===== config.mk =====
export PLATFORM = sky130hd
export DESIGN_NAME = utxc_tx_endpoint
export DESIGN_NICKNAME = d
export VERILOG_FILES = /design/src/utxc_pkg.sv /design/src/utxc_fifo_mem.sv /design/src/utxc_crc16.sv /design/src/utxc_tx_endpoint.sv
export VERILOG_INCLUDE_DIRS = /design/src
export SDC_FILE = /design/constraint.sdc
export NUM_CORES = 1
export LEC_CHECK = 0
export BUFFER_PORTS_ARGS = -buffer_cell sky130_fd_sc_hd__buf_2
export CAP_MARGIN = 20
export CORE_MARGIN = 5
export CORE_UTILIZATION = 41
export CTS_BUF_LIST = sky130_fd_sc_hd__clkbuf_16
export DETAILED_ROUTE_END_ITERATION = 8
export SKIP_LAST_GASP = 1
export SLEW_MARGIN = 25
export SYNTH_ARGS = -nofsm -noshare
export SYNTH_HDL_FRONTEND = slang
export SYNTH_HIERARCHICAL = 1
export SYNTH_SLANG_ARGS = --single-unit
export TNS_END_PERCENT = 5

===== constraint.sdc =====
create_clock -name ref_clk -period 4.4 [get_ports ref_clk]
set_input_delay 0.44 -clock ref_clk [delete_from_list [all_inputs] [get_ports ref_clk]]
set_output_delay 0.44 -clock ref_clk [all_outputs]
set_load 0.005 [all_outputs]

===== src/utxc_cfg.svh =====
// Offsets, field positions, reset values and codes of the transmit endpoint.
// Assumes inclusion by bare name from the package, the checker and the bench.
`ifndef UTXC_CFG_SVH
`define UTXC_CFG_SVH

// Register indices; the byte address is four times the index
`define UTXC_IDX_TXD      32'h50001852
`define UTXC_IDX_TXS      32'h50001854
`define UTXC_IDX_TXC      32'h50001856
`define UTXC_IDX_EPC      32'h50001858
`define UTXC_IDX_FIFO_WARNING_EVENT_REGISTER     32'h50001860

// Control register fields
`define UTXC_TXC_IGN      7
`define UTXC_TXC_WLH      6
`define UTXC_TXC_WLL      5
`define UTXC_TXC_RFF      4
`define UTXC_TXC_FLUSH    3
`define UTXC_TXC_TOGGLE   2
`define UTXC_TXC_LAST     1
`define UTXC_TXC_ARM      0
`define UTXC_TXC_RESET    8'h00

// Endpoint configuration fields
`define UTXC_EPC_STALL    7
`define UTXC_EPC_ISO      5
`define UTXC_EPC_RESET    8'h00

// Status and event fields
`define UTXC_TXS_URUN     7
`define UTXC_TXS_DONE     5
`define UTXC_FIFO_WARNING_EVENT_REGISTER_WARN    0

// Warning thresholds, in bytes
`define UTXC_WARN_LIM1    7'h05
`define UTXC_WARN_LIM2    7'h09
`define UTXC_WARN_LIM3    7'h11

// Packet identifiers
`define UTXC_PID_DATA0    8'hc3
`define UTXC_PID_DATA1    8'h4b
`define UTXC_PID_NAK      8'h5a
`define UTXC_PID_STALL    8'h1e

`define UTXC_CRC_INIT     16'hffff
`define UTXC_CRC_POLY     16'ha001
`define UTXC_EMPTY_CAP    7'h1f

`endif


===== src/utxc_pkg.sv =====
// Types shared by the transmit endpoint modules.
// Assumes utxc_cfg.svh is on the include path.
`include "utxc_cfg.svh"

package utxc_pkg;
	localparam int FIFO_AW = 6;
	typedef logic [FIFO_AW:0]   utxc_ptr_t;
	typedef logic [FIFO_AW-1:0] utxc_addr_t;
	typedef logic [7:0]         utxc_byte_t;
	typedef enum logic [2:0] {
		UTXC_IDLE,
		UTXC_HSK,
		UTXC_PID,
		UTXC_DATA,
		UTXC_CRC_LO,
		UTXC_CRC_HI,
		UTXC_ABORT
	} utxc_state_t;
endpackage


===== src/utxc_fifo_mem.sv =====
// Transmit FIFO storage: one write port, registered read data.
// Assumes the caller never writes while full.
`timescale 1ns/1ns

module utxc_fifo_mem
	import utxc_pkg::*;
(
	input  wire logic             ref_clk,
	input  wire logic             wr_en,
	input  wire utxc_pkg::utxc_addr_t wr_addr,
	input  wire utxc_pkg::utxc_byte_t wr_data,
	input  wire utxc_pkg::utxc_addr_t rd_addr,
	output utxc_pkg::utxc_byte_t      rd_data_ff
);
	utxc_byte_t mem [0:(1<<FIFO_AW)-1];

	always_ff @(posedge ref_clk) begin
		if (wr_en) begin
			mem[wr_addr] <= wr_data;
		end
	end

	always_ff @(posedge ref_clk) begin
		rd_data_ff <= mem[rd_addr];
	end
endmodule


===== src/utxc_crc16.sv =====
// CRC16 over payload bytes, least significant bit first.
// Assumes clear and update are never asked in the same cycle.
`timescale 1ns/1ns

module utxc_crc16
	import utxc_pkg::*;
(
	input  wire logic             ref_clk,
	input  wire logic             reset_n,
	input  wire logic             clear,
	input  wire logic             update,
	input  wire utxc_pkg::utxc_byte_t data,
	output logic [15:0]           crc_ff
);
	logic [15:0] nxt_crc;

	always_comb begin
		nxt_crc = crc_ff;
		for (int i = 0; i < 8; i++) begin
			if (nxt_crc[0] ^ data[i]) begin
				nxt_crc = (nxt_crc >> 1) ^ `UTXC_CRC_POLY;
			end else begin
				nxt_crc = nxt_crc >> 1;
			end
		end
	end

	always_ff @(posedge ref_clk) begin
		if (!reset_n || clear) begin
			crc_ff <= `UTXC_CRC_INIT;
		end else if (update) begin
			crc_ff <= nxt_crc;
		end
	end
endmodule


===== src/utxc_tx_endpoint.sv =====
// Transmit endpoint control: FIFO, arm, packet end, refill, flush, PID.
// Assumes an APB master and a same-clock serial engine taking tx bytes.
//
// Overview of operation
// - Limit code 00 off; 5, 9, 17 bytes
// - Set warning flag when queue below limit
// - Warning flag raised only while armed
// - Packet-complete write saves read pointer
// - Refill restores read pointer from save
// - Refill waits for transmission end, self-clears
// - Flush empties FIFO, disarms, resets pointers
// - Flush waits for transmission end, self-clears
// - Non-isochronous toggle picks DATA0 or DATA1
// - Isochronous send only when frame parity matches or the ignore bit is set
// - Isochronous unsent data flushed at next SOF
// - Isochronous packets always use DATA0
// - Empty without packet-complete forces stuff error
// - Packet-complete with no data sends empty packet
// - Payload, CRC16, EOP, then clear packet-complete
// - Arm cleared after packet or STALL
// - Isochronous when configuration bit is set
// - Underrun status set, cleared by reading
`timescale 1ns/1ns

module utxc_tx_endpoint
	import utxc_pkg::*;
(
	input  wire logic             ref_clk,
	input  wire logic             reset_n,
	input  wire logic             psel,
	input  wire logic             penable,
	input  wire logic             pwrite,
	input  wire logic [31:0]      paddr,
	input  wire logic [31:0]      pwdata,
	output logic [31:0]           prdata,
	output logic                  pready,
	output logic                  pslverr,
	input  wire logic             in_token,
	input  wire logic             sof_seen,
	input  wire logic             frame_number_lsb,
	input  wire logic             tx_ready,
	output logic                  tx_valid,
	output utxc_pkg::utxc_byte_t  tx_data,
	output logic                  tx_eop,
	output logic                  tx_stuff_err
);
	import utxc_pkg::*;

	utxc_state_t state_ff;
	utxc_state_t nxt_state;
	logic [7:0]  txc_ff;
	logic [7:0]  epc_ff;
	utxc_ptr_t   wr_ptr_ff;
	utxc_ptr_t   rd_ptr_ff;
	utxc_ptr_t   save_ptr_ff;
	utxc_ptr_t   count;
	utxc_ptr_t   warn_lim;
	utxc_byte_t  hsk_pid_ff;
	utxc_byte_t  fifo_q;
	logic [15:0] crc;
	logic [31:0] prdata_ff;
	logic        data_rdy_ff;
	logic        warn_ev_ff;
	logic        urun_ff;
	logic        done_ff;
	logic        iso_seen_ff;

	logic        apb_acc;
	logic        apb_wr;
	logic        apb_rd;
	logic        hit_txd;
	logic        hit_txs;
	logic        hit_txc;
	logic        hit_epc;
	logic        hit_fifo_warning_event_register;
	logic        is_iso;
	logic        armed;
	logic        send_ok;
	logic        fifo_full;
	logic        push;
	logic        advance;
	logic        idle;
	logic        pkt_end;
	logic        stall_sent;
	logic        do_refill;
	logic        do_flush;
	logic        iso_drop;
	logic        warn_now;
	logic        urun_set;

	// APB decode; every access completes without wait states
	assign apb_acc  = psel && penable;
	assign apb_wr   = apb_acc && pwrite;
	// Read-to-clear acts at the capture edge, so no event slips between
	assign apb_rd   = psel && !penable && !pwrite;
	// Index keeps its low 30 bits, as the byte address does
	assign hit_txd  = paddr[31:2] == 30'(`UTXC_IDX_TXD);
	assign hit_txs  = paddr[31:2] == 30'(`UTXC_IDX_TXS);
	assign hit_txc  = paddr[31:2] == 30'(`UTXC_IDX_TXC);
	assign hit_epc  = paddr[31:2] == 30'(`UTXC_IDX_EPC);
	assign hit_fifo_warning_event_register = paddr[31:2] == 30'(`UTXC_IDX_FIFO_WARNING_EVENT_REGISTER);
	assign pready   = 1'b1;
	assign pslverr  = apb_acc && !(hit_txd || hit_txs || hit_txc
		|| hit_epc || hit_fifo_warning_event_register);
	assign prdata   = prdata_ff;

	assign is_iso = epc_ff[`UTXC_EPC_ISO];
	assign armed  = txc_ff[`UTXC_TXC_ARM];
	// In isochronous mode frame parity gates the arm bit unless the ignore bit is set
	assign send_ok = armed && (!is_iso || txc_ff[`UTXC_TXC_IGN]
		|| frame_number_lsb == txc_ff[`UTXC_TXC_TOGGLE]);

	assign count     = wr_ptr_ff - rd_ptr_ff;
	assign fifo_full = count[FIFO_AW];
	assign push      = apb_wr && hit_txd && !fifo_full;
	assign idle      = state_ff == UTXC_IDLE;
	assign advance   = state_ff == UTXC_DATA && data_rdy_ff && tx_ready;
	assign pkt_end   = state_ff == UTXC_CRC_HI && tx_ready;
	assign stall_sent = state_ff == UTXC_HSK && tx_ready
		&& hsk_pid_ff == `UTXC_PID_STALL;

	// Pointer moves only while no packet is on the wire
	assign do_refill = idle && txc_ff[`UTXC_TXC_RFF];
	assign do_flush  = idle && txc_ff[`UTXC_TXC_FLUSH];
	// Armed in a matching frame but no token came
	assign iso_drop  = idle && sof_seen && is_iso && iso_seen_ff;

	always_comb begin
		case (txc_ff[`UTXC_TXC_WLH:`UTXC_TXC_WLL])
			2'b01:   warn_lim = `UTXC_WARN_LIM1;
			2'b10:   warn_lim = `UTXC_WARN_LIM2;
			2'b11:   warn_lim = `UTXC_WARN_LIM3;
			default: warn_lim = '0;
		endcase
	end

	assign warn_now = armed && count < warn_lim;
	assign urun_set = state_ff == UTXC_DATA && !data_rdy_ff && count == '0
		&& !txc_ff[`UTXC_TXC_LAST];

	utxc_fifo_mem u_mem (
		.ref_clk    (ref_clk),
		.wr_en      (push),
		.wr_addr    (wr_ptr_ff[FIFO_AW-1:0]),
		.wr_data    (pwdata[7:0]),
		.rd_addr    (rd_ptr_ff[FIFO_AW-1:0]),
		.rd_data_ff (fifo_q)
	);

	utxc_crc16 u_crc (
		.ref_clk (ref_clk),
		.reset_n (reset_n),
		.clear   (state_ff == UTXC_PID),
		.update  (advance),
		.data    (fifo_q),
		.crc_ff  (crc)
	);

	// Transmit sequencer
	always_comb begin
		nxt_state = state_ff;
		case (state_ff)
			UTXC_IDLE: begin
				if (in_token && !do_refill && !do_flush) begin
					if (epc_ff[`UTXC_EPC_STALL] || (!is_iso && !send_ok)) begin
						nxt_state = UTXC_HSK;
					end else if (send_ok) begin
						nxt_state = UTXC_PID;
					end
				end
			end
			UTXC_HSK: begin
				if (tx_ready) begin
					nxt_state = UTXC_IDLE;
				end
			end
			UTXC_PID: begin
				if (tx_ready) begin
					nxt_state = UTXC_DATA;
				end
			end
			UTXC_DATA: begin
				if (!data_rdy_ff && count == '0) begin
					if (txc_ff[`UTXC_TXC_LAST]) begin
						nxt_state = UTXC_CRC_LO;
					end else begin
						nxt_state = UTXC_ABORT;
					end
				end
			end
			UTXC_CRC_LO: begin
				if (tx_ready) begin
					nxt_state = UTXC_CRC_HI;
				end
			end
			UTXC_CRC_HI: begin
				if (tx_ready) begin
					nxt_state = UTXC_IDLE;
				end
			end
			UTXC_ABORT: begin
				if (tx_ready) begin
					nxt_state = UTXC_IDLE;
				end
			end
			default: nxt_state = UTXC_IDLE;
		endcase
	end

	always_ff @(posedge ref_clk) begin
		if (!reset_n) begin
			state_ff <= UTXC_IDLE;
		end else begin
			state_ff <= nxt_state;
		end
	end

	// Handshake chosen when the token is turned down
	always_ff @(posedge ref_clk) begin
		if (!reset_n) begin
			hsk_pid_ff <= `UTXC_PID_NAK;
		end else if (idle && in_token) begin
			hsk_pid_ff <= epc_ff[`UTXC_EPC_STALL] ? `UTXC_PID_STALL
				: `UTXC_PID_NAK;
		end
	end

	// One-cycle bubble after each pointer move for the memory read
	always_ff @(posedge ref_clk) begin
		if (!reset_n) begin
			data_rdy_ff <= 1'b0;
		end else begin
			data_rdy_ff <= state_ff == UTXC_DATA && count != '0 && !advance;
		end
	end

	always_comb begin
		tx_valid     = state_ff != UTXC_IDLE && state_ff != UTXC_DATA;
		tx_data      = '0;
		tx_eop       = 1'b0;
		tx_stuff_err = 1'b0;
		case (state_ff)
			UTXC_HSK: begin
				tx_data = hsk_pid_ff;
				tx_eop  = 1'b1;
			end
			UTXC_PID: begin
				if (!is_iso && txc_ff[`UTXC_TXC_TOGGLE]) begin
					tx_data = `UTXC_PID_DATA1;
				end else begin
					tx_data = `UTXC_PID_DATA0;
				end
			end
			UTXC_DATA: begin
				tx_valid = data_rdy_ff;
				tx_data  = fifo_q;
			end
			UTXC_CRC_LO: tx_data = ~crc[7:0];
			UTXC_CRC_HI: begin
				tx_data = ~crc[15:8];
				tx_eop  = 1'b1;
			end
			UTXC_ABORT: begin
				tx_stuff_err = 1'b1;
				tx_eop       = 1'b1;
			end
			default: tx_data = '0;
		endcase
	end

	// FIFO pointers
	always_ff @(posedge ref_clk) begin
		if (!reset_n) begin
			wr_ptr_ff <= '0;
		end else if (do_flush || iso_drop) begin
			wr_ptr_ff <= '0;
		end else if (push) begin
			wr_ptr_ff <= wr_ptr_ff + 1'b1;
		end
	end

	always_ff @(posedge ref_clk) begin
		if (!reset_n) begin
			rd_ptr_ff <= '0;
		end else if (do_flush || iso_drop) begin
			rd_ptr_ff <= '0;
		end else if (do_refill) begin
			rd_ptr_ff <= save_ptr_ff;
		end else if (advance) begin
			rd_ptr_ff <= rd_ptr_ff + 1'b1;
		end
	end

	always_ff @(posedge ref_clk) begin
		if (!reset_n) begin
			save_ptr_ff <= '0;
		end else if (apb_wr && hit_txc && pwdata[`UTXC_TXC_LAST]) begin
			save_ptr_ff <= rd_ptr_ff;
		end
	end

	// Control register: firmware write overrides a hardware clear
	always_ff @(posedge ref_clk) begin
		if (!reset_n) begin
			txc_ff <= `UTXC_TXC_RESET;
		end else if (apb_wr && hit_txc) begin
			txc_ff <= pwdata[7:0];
		end else begin
			if (pkt_end) begin
				txc_ff[`UTXC_TXC_LAST] <= 1'b0;
			end
			if (pkt_end || stall_sent || state_ff == UTXC_ABORT && tx_ready
				|| iso_drop) begin
				txc_ff[`UTXC_TXC_ARM] <= 1'b0;
			end
			if (do_refill) begin
				txc_ff[`UTXC_TXC_RFF] <= 1'b0;
			end
			if (do_flush) begin
				txc_ff[`UTXC_TXC_FLUSH] <= 1'b0;
				txc_ff[`UTXC_TXC_ARM]   <= 1'b0;
				txc_ff[`UTXC_TXC_LAST]  <= 1'b0;
			end
		end
	end

	always_ff @(posedge ref_clk) begin
		if (!reset_n) begin
			epc_ff <= `UTXC_EPC_RESET;
		end else if (apb_wr && hit_epc) begin
			epc_ff <= pwdata[7:0];
		end
	end

	// Remembers a matching frame in which no token arrived
	always_ff @(posedge ref_clk) begin
		if (!reset_n) begin
			iso_seen_ff <= 1'b0;
		end else if (sof_seen || !idle) begin
			iso_seen_ff <= 1'b0;
		end else if (is_iso && send_ok) begin
			iso_seen_ff <= 1'b1;
		end
	end

	// Sticky flags: a set in the read cycle wins over the clear
	always_ff @(posedge ref_clk) begin
		if (!reset_n) begin
			warn_ev_ff <= 1'b0;
		end else if (warn_now) begin
			warn_ev_ff <= 1'b1;
		end else if (apb_rd && hit_fifo_warning_event_register) begin
			warn_ev_ff <= 1'b0;
		end
	end

	always_ff @(posedge ref_clk) begin
		if (!reset_n) begin
			urun_ff <= 1'b0;
		end else if (urun_set) begin
			urun_ff <= 1'b1;
		end else if (apb_rd && hit_txs) begin
			urun_ff <= 1'b0;
		end
	end

	always_ff @(posedge ref_clk) begin
		if (!reset_n) begin
			done_ff <= 1'b0;
		end else if (pkt_end || stall_sent || iso_drop) begin
			done_ff <= 1'b1;
		end else if (apb_rd && hit_txs) begin
			done_ff <= 1'b0;
		end
	end

	// Read data captured in the setup cycle
	always_ff @(posedge ref_clk) begin
		if (!reset_n) begin
			prdata_ff <= '0;
		end else if (psel && !penable && !pwrite) begin
			prdata_ff <= '0;
			if (hit_txs) begin
				prdata_ff[`UTXC_TXS_URUN] <= urun_ff;
				prdata_ff[`UTXC_TXS_DONE] <= done_ff;
				prdata_ff[4:0] <= 5'((7'h40 - count) > `UTXC_EMPTY_CAP
					? `UTXC_EMPTY_CAP : 7'h40 - count);
			end else if (hit_txc) begin
				prdata_ff[7:0] <= txc_ff;
			end else if (hit_epc) begin
				prdata_ff[7:0] <= epc_ff;
			end else if (hit_fifo_warning_event_register) begin
				prdata_ff[`UTXC_FIFO_WARNING_EVENT_REGISTER_WARN] <= warn_ev_ff;
			end
		end
	end
endmodule


==> impl_metrics.yaml, run 1 <==
power_and_ir_drop:
  vdd_drop_max_mv: 0.324
  power_density_mw_per_mm2: 406
  p_leak_nw: 9.07
route:
  vias_per_cell: 5.60
  firstDrtPassIters: 5
  vias: 14000
  wl_per_cell_um: 22.8
  ant_nets: 0
  wl_mm: 57.1
  drt-initial-drc-count: 1199
  drc: 0
placement:
  gp_congestion: 0.871
  io_buffers: 66
  dpl_cell_area_sq_mm: 0.0264
  post-dp-hpwl_mm: 35.8
  dp_cells: 2394
  dp_slack_ns: 0.752
cts:
  cts_setup_buffers: 0
  root_buffer: "clkbuf_16"
  max-clock-path-buffers: 3
  clkTransAtPathRegs_ns: 0.06
  cts_made_buffers: 59
  htree_levels: 2
  cts_tree: "yes"
  clock_latency_ns: 0.61
  hold_buffers: 0
  cts_resized: 0
  cts_sinks: 591
global_routing:
  overflow: 0
  grt_pass1_wl_mm: 87.2
  antenna_found_initial: 3
  grt_max_degree: 103
  grt_pass1_vias: 14000
  grtUsageTotal: 0.171
setup_path:
  crit_type: "flop to flop"
  worstSetupEndpoint: "u_mem/mem[26][5]$_DFFE_PP_"
  critPathLaunchType: "flop"
  end_kind: "flop"
  path_max_fanout: 7
  crit_required_ns: 4.72
  regToRegStartpoint: "wr_ptr_ff[0]$_SDFFE_PP0P_"
  arrival_ns: 4.00
  startpoint: "wr_ptr_ff[0]$_SDFFE_PP0P_"
  reg2regPathDepth: 12
  cp_cell_sequence: "inv_1, ha_1, fa_1, nand2b_1, a21oi_1, o32ai_1, nor2_4, and4_1, nor2b_1, nand2_1, nor2_1, buf_4"
  critPathMaxStageDelay_ns: 0.41
  regToRegSetupSlack_ns: 0.72
  r2r-end: "u_mem/mem[26][5]$_DFFE_PP_"
  slowest_stage: "and4_1"
timing:
  clock.fmax_mhz: 272
  fin_ws_ns: 0.717
  period_needed_ns: 3.68
  finClkSkew_ns: 0.0131
  finalCritPeriodShare: 0.837
  finalSetupTns_ns: 0
  hold_viol: 0
  worstMarginPinSlew_ns: 0.867
  grt_setup_unrepaired: "false"
  hold_ws_ns: 0.0474
  drv_slew: 0
  setup_viol: 0
  max-slew-margin-rel: 0.422
synth:
  synth_area_per_cell_sq_um: 16.3
  synthArstFlopShare: 0
  yosysWarnings: 6
  ys.flop_type: "edfxtp_1"
  synth_edf_count: 512
  netlist_instances: 1528
  syn_area_sq_mm: 0.0249
  synth_seq_area_share: 0.681
  ys_types: 90
  synth_seq_cells: 591
die:
  start_util: 0.413
  pin_count: 118
  dieArea_sq_mm: 0.0657
  core_region_area_sq_mm: 0.0602
  fp.dieW_um: 256
  dieHeight_um: 256
  rows: 90
layout:
  final_cell_mix: "edfxtp_1 (512), nor2_1 (128), mux4_2 (126), buf_4 (99), nand2_1 (96)"
  drive_gt1_frac: 0.250
  final_cells: 2506
  final_nets: 1759
  nFillCells: 5085
  final_area_sq_mm: 0.0284
  area_growth_syn_to_layout_pct: 14.0
  layout_commonest_cell: "edfxtp_1"
  antenna_cells: 0
status:
  status: "finished clean"
min_path:
  min_path_type: "primary input to flop"
run:
  timing.max_cap.violations: 0
-- worst min path at each step --
stage / end / slack [ns] / cells after the start / from
global route: iso_seen_ff$_SDFFE_PP0P_ / 0.02 / 2 / sof_seen
detailed placement: rd_ptr_ff[0]$_SDFFE_PP0P_ / 0.44 / 2 / save_ptr_ff[0]$_SDFFE_PN0P_
global placement: rd_ptr_ff[0]$_SDFFE_PP0P_ / 0.44 / 2 / save_ptr_ff[0]$_SDFFE_PN0P_
floorplan: rd_ptr_ff[0]$_SDFFE_PP0P_ / 0.43 / 2 / save_ptr_ff[0]$_SDFFE_PN0P_
CTS: iso_seen_ff$_SDFFE_PP0P_ / 0.002 / 2 / sof_seen
finish: iso_seen_ff$_SDFFE_PP0P_ / 0.05 / 2 / sof_seen
-- cell families after synthesis --
| logic type | after synthesis | synth area share |
|---|---|---|
| flops | 591 | 0.681 |
| simple gates | 380 | 0.0758 |
| compound gates | 191 | 0.0530 |
| mux | 186 | 0.139 |
| buf+inv | 129 | 0.0298 |
| xor+xnor | 36 | 0.0141 |
| fa+ha+maj | 13 | 0.00684 |
| other cells | 2 | 0.000302 |
-- cell usage after synthesis, types with 8 or more instances --
cell type	number	share of area
a21oi_1	37	0.0074
xnor2_1	27	0.0095
nand4_1	13	0.0033
a211oi_1	12	0.0036
nand2b_1	14	0.0035
buf_4	44	0.013
buf_2	16	0.0032
dfxtp_1	79	0.064
nor3_1	16	0.0032
o22ai_1	13	0.0033
mux2_2	19	0.0086
a221oi_1	11	0.0039
mux4_2	126	0.11
nand3_1	32	0.0064
inv_1	21	0.0032
clkbuf_1	33	0.0050
mux2i_1	41	0.016
nor2b_1	25	0.0063
nand2_1	96	0.014
ha_1	12	0.0060
nor2_1	128	0.019
o21ai_0	39	0.0078
o221ai_1	8	0.0028
edfxtp_1	512	0.62
-- power by group --
group / total [mW] / internal (mW) / switching [mW]
registers: 6.11 / 6.09 / 0.0232
clock network: 5.00 / 2.94 / 2.06
logic: 0.408 / 0.132 / 0.276
total: 11.5 / 9.16 / 2.36
-- through the flow --
stage               utilization  total power [mW]
floorplan                     -              6.45
global placement          0.439              6.63
detailed placement        0.439              6.64
CTS                       0.471              11.6
global route              0.471              11.9
finish                    0.471              11.5
-- metal layers --
layer	wire length, um	share of wire	global-route usage	up-vias
met2	26100	0.46	0.262	502
met3	4090	0.072	0.0336	95
met4	1670	0.029	0.0531	2
met1	25200	0.44	0.249	7155
met5	13	0.00023	0	-
li1	-	-	-	6277
-- registers in the layout (all words and copies together), names as in the netlist --
signal / flops
done_ff: 1
rd_ptr_ff: 7
save_ptr_ff: 7
wr_ptr_ff: 7
iso_seen_ff: 1
prdata: 8
u_mem/rd_data_ff: 8
state_ff: 3
u_mem/mem: 512
epc_ff: 8
hsk_pid_ff: 2
data_rdy_ff: 1
warn_ev_ff: 1
urun_ff: 1
u_crc/crc_ff: 16
txc_ff: 8
-- worst max-delay path: cells and delay by family, from the launching register on --
family                   cells  cell delay [ns]
AND/OR/NAND/NOR              6             1.77
adder cells (fa/ha/maj)      2             0.61
AO/OA/AOI/OAI                2             0.38
flip-flops                   1             0.33
buffers and inverters        2             0.29
-- final cells by class --
class                      instances  area (sq um)  area share
clock buffer                      60          1500      0.0529
clock inverter                    52           455      0.0160
timing repair buffer             167          1110      0.0392
inverter                          23          86.3     0.00304
tap                              782           978      0.0345
multi-input combinational        831          7290       0.257
sequential                       591         17000       0.598
Note: power is estimated with default switching activity, not from simulation.
==> inputs of run 2 (changes only) <==
Settings changed: ABC_AREA set to 1.
Clock period 4.4 ns to 3.2 ns, I/O delays scaled along.
==> run 2 against run 1 <==
Hold slack improved by 0.025 ns. Critical endpoint is now u_mem/mem[36][5]$_DFFE_PP_. Die area increased by 5.9%. Sequential share of layout area decreased by 2.9 points. Critical path depth increased by 3. Register-to-register slack got worse by 0.57 ns. Fmax increased by 21%. Clock skew increased by 0.012 ns. Sequential power increased by 38%. Largest cell class unchanged. Highest routed layer unchanged. Largest power group unchanged.
==> impl_metrics.yaml, run 2 <==
status:
  status: "finished clean"
min_path:
  min_to: "prdata[6]$_SDFFE_PN0P_"
  worstHoldPathCells: 4
  min_path_type: "primary input to flop"
  worstHoldStart: "penable"
timing:
  fin_ws_ns: 0.144
  drv_slew: 0
  max-slew-margin-rel: 0.275
  worstMarginPinSlew_ns: 1.09
  hold_viol: 0
  finClkSkew_ns: 0.0247
  clock.fmax_mhz: 327
  finalCritPeriodShare: 0.955
  period_needed_ns: 3.06
  finalSetupTns_ns: 0
  grt_setup_unrepaired: "true"
  setup_viol: 0
setup_path:
  crit_required_ns: 3.52
  regToRegSetupSlack_ns: 0.14
  crit_top_cell: "nand3_1"
  critPathMaxStageDelay_ns: 0.36
  crit_buf_inv: 5
  reg2regPathDepth: 15
  crit_type: "flop to flop"
  path_max_fanout: 8
  cp_cell_sequence: "inv_1, ha_1, fa_2, inv_1, nand3_1, nand2_1, nand3_1, nand3_1, nand2_2, nor3_4, buf_2, nand4_1, buf_4, nor2_1, buf_4"
  end_kind: "flop"
  slowest_stage: "fa_2"
  arrival_ns: 3.37
  regToRegStartpoint: "wr_ptr_ff[0]$_SDFFE_PP0P_"
  critPathLaunchType: "flop"
  r2r-end: "u_mem/mem[36][5]$_DFFE_PP_"
  path_delay_family: "simple AND/OR/NAND/NOR gates"
power_and_ir_drop:
  clock_power_share: 0.439
  switchingPower_mw: 3.42
  vdd_drop_max_mv: 0.571
  intPower_mw: 12.8
  power_density_mw_per_mm2: 542
  switching_share: 0.212
  p_comb_frac: 0.040
  seq_power_share: 0.521
  p_leak_nw: 11.3
  power_mw: 16.2
layout:
  drive_gt1_frac: 0.131
  layout_commonest_cell: "nand2_1"
  final_nets: 2744
  antenna_cells: 0
  top_regs: "u_mem/mem x512, u_crc/crc_ff x16"
  top_register: "u_mem/mem"
  largest_reg_flops: 512
  area_growth_syn_to_layout_pct: 12.9
  multi_input_area_sq_mm: 0.00803
  nFillCells: 5915
  register_area_sq_mm: 0.0170
  final_cell_mix: "nand2_1 (801), edfxtp_1 (512), nand3_1 (490), nor2_1 (121), inv_1 (109)"
  final_area_sq_mm: 0.0298
global_routing:
  antenna_found_initial: 2
  grt_pass1_wl_mm: 103
  grtUsageTotal: 0.187
  grt_max_degree: 209
  overflow: 0
  grt_pass1_vias: 18000
route:
  firstDrtPassIters: 5
  vias: 18800
  drt-initial-drc-count: 1619
  wl_per_cell_um: 18.9
  wl_mm: 67.2
  drc: 0
  ant_nets: 0
  vias_per_cell: 5.28
die:
  pin_count: 118
  start_util: 0.412
  core_region_area_sq_mm: 0.0641
  dieArea_sq_mm: 0.0697
  fp.dieW_um: 264
  rows: 93
  dieHeight_um: 264
placement:
  post-dp-hpwl_mm: 42.4
  dp_slack_ns: -0.00232
  gp_congestion: 0.888
  io_buffers: 66
  dpl_cell_area_sq_mm: 0.0278
synth:
  synth_seq_cells: 591
  netlist_top_cells_area: "edfxtp_1 (58%), nand2_1 (11%), nand3_1 (9.3%), dfxtp_1 (6.0%), nor2_1 (1.7%)"
  ys_types: 54
  ys.flop_type: "edfxtp_1"
  synth_edf_count: 512
  synth_seq_area_share: 0.641
  yosysWarnings: 6
  yosysMostFrequentCell: "nand2_1"
  synthArstFlopShare: 0
  netlist_instances: 2545
  synth_area_per_cell_sq_um: 10.4
  syn_area_sq_mm: 0.0264
  yosysTopAreaCellShare: 0.582
  synthTopCellsByCount: "nand2_1 (802), edfxtp_1 (512), nand3_1 (490), nor2_1 (121), inv_1 (99)"
  yosysTopAreaCell: "edfxtp_1"
cts:
  cts_tree: "yes"
  root_buffer: "clkbuf_16"
  cts_made_buffers: 60
  cts_sinks: 591
  max-clock-path-buffers: 3
  clkTransAtPathRegs_ns: 0.06
  htree_levels: 2
  clock_latency_ns: 0.63
run:
  timing.max_cap.violations: 0
[run 2: metal layers]
metal	wire, um	up-vias	track usage
met5	13	-	0
met4	2050	2	0.0579
met3	4590	128	0.0253
met2	30900	651	0.299
met1	29600	9065	0.267
li1	-	8955	-
[run 2: timing repair]
item	CTS	global route
endpoints found under the hold margin	1	0
hold buffers	1	0
endpoints found under the setup margin	16	385
pin swaps	1	1
buffers inserted	1	0
gates resized for setup	0	8
cloned	0	1
[run 2: worst min-delay path, stage by stage]
cell and delay (ns):
buf_2 0.09, nor3_1 0.09, nand2_1 0.09, a21oi_1 0.06
[run 2: kinds of logic (layout without fill, tap and decap cells)]
group / after synthesis / in the layout / synth area share
xor gates and xnor gates: 20 / 20 / 0.00663
AOI/OAI and AO/OA: 131 / 131 / 0.0297
and+or+nand+nor: 1515 / 1515 / 0.256
buffers and inverters: 272 / 411 / 0.0594
DFF: 591 / 591 / 0.641
other: 2 / 25 / 0.000284
adders and majority gates: 14 / 14 / 0.00691
[run 2: cell type report]
type,instances,area share
Multi-Input combinational cell,1705,0.269
Clock inverter,51,0.0163
Timing Repair Buffer,184,0.0443
Inverter,115,0.0147
Clock buffer,61,0.0512
Sequential cell,591,0.569
Tap cell,855,0.0358
[run 2: per-stage QoR]
| stage | cells | util | hold WS, ns |
|---|---|---|---|
| 2_1_floorplan | 2568 | - | 0.419 |
| 3_3_place_gp | 3447 | 0.433 | 0.447 |
| 3_5_place_dp | 3447 | 0.433 | 0.453 |
| 4_1_cts | 3561 | 0.465 | 0.0306 |
| 5_1_grt | 3562 | 0.465 | 0.0567 |
| 6_report | 3562 | 0.465 | 0.0722 |
[run 2: worst max path at each step]
stage,start,to,slack (ns),cells after the start
6_report,wr_ptr_ff[0]$_SDFFE_PP0P_,u_mem/mem[36][5]$_DFFE_PP_,0.14,15
5_1_grt,wr_ptr_ff[0]$_SDFFE_PP0P_,u_mem/mem[3][6]$_DFFE_PP_,-0.03,15
4_1_cts,wr_ptr_ff[0]$_SDFFE_PP0P_,u_mem/mem[51][0]$_DFFE_PP_,0.15,15
3_5_place_dp,wr_ptr_ff[0]$_SDFFE_PP0P_,u_mem/mem[51][3]$_DFFE_PP_,-0.002,14
3_3_place_gp,wr_ptr_ff[0]$_SDFFE_PP0P_,u_mem/mem[51][3]$_DFFE_PP_,-0.005,14
2_1_floorplan,wr_ptr_ff[0]$_SDFFE_PP0P_,u_mem/mem[48][0]$_DFFE_PP_,-0.30,13
[run 2: power by group through the flow]
stage	sequential, mW	clock, mW	combinational (mW)
2_1_floorplan	8.57	0	0.347
3_3_place_gp	8.58	0	0.639
3_5_place_dp	8.58	0	0.650
4_1_cts	8.42	7.27	0.652
5_1_grt	8.42	7.60	0.720
6_report	8.42	7.11	0.649
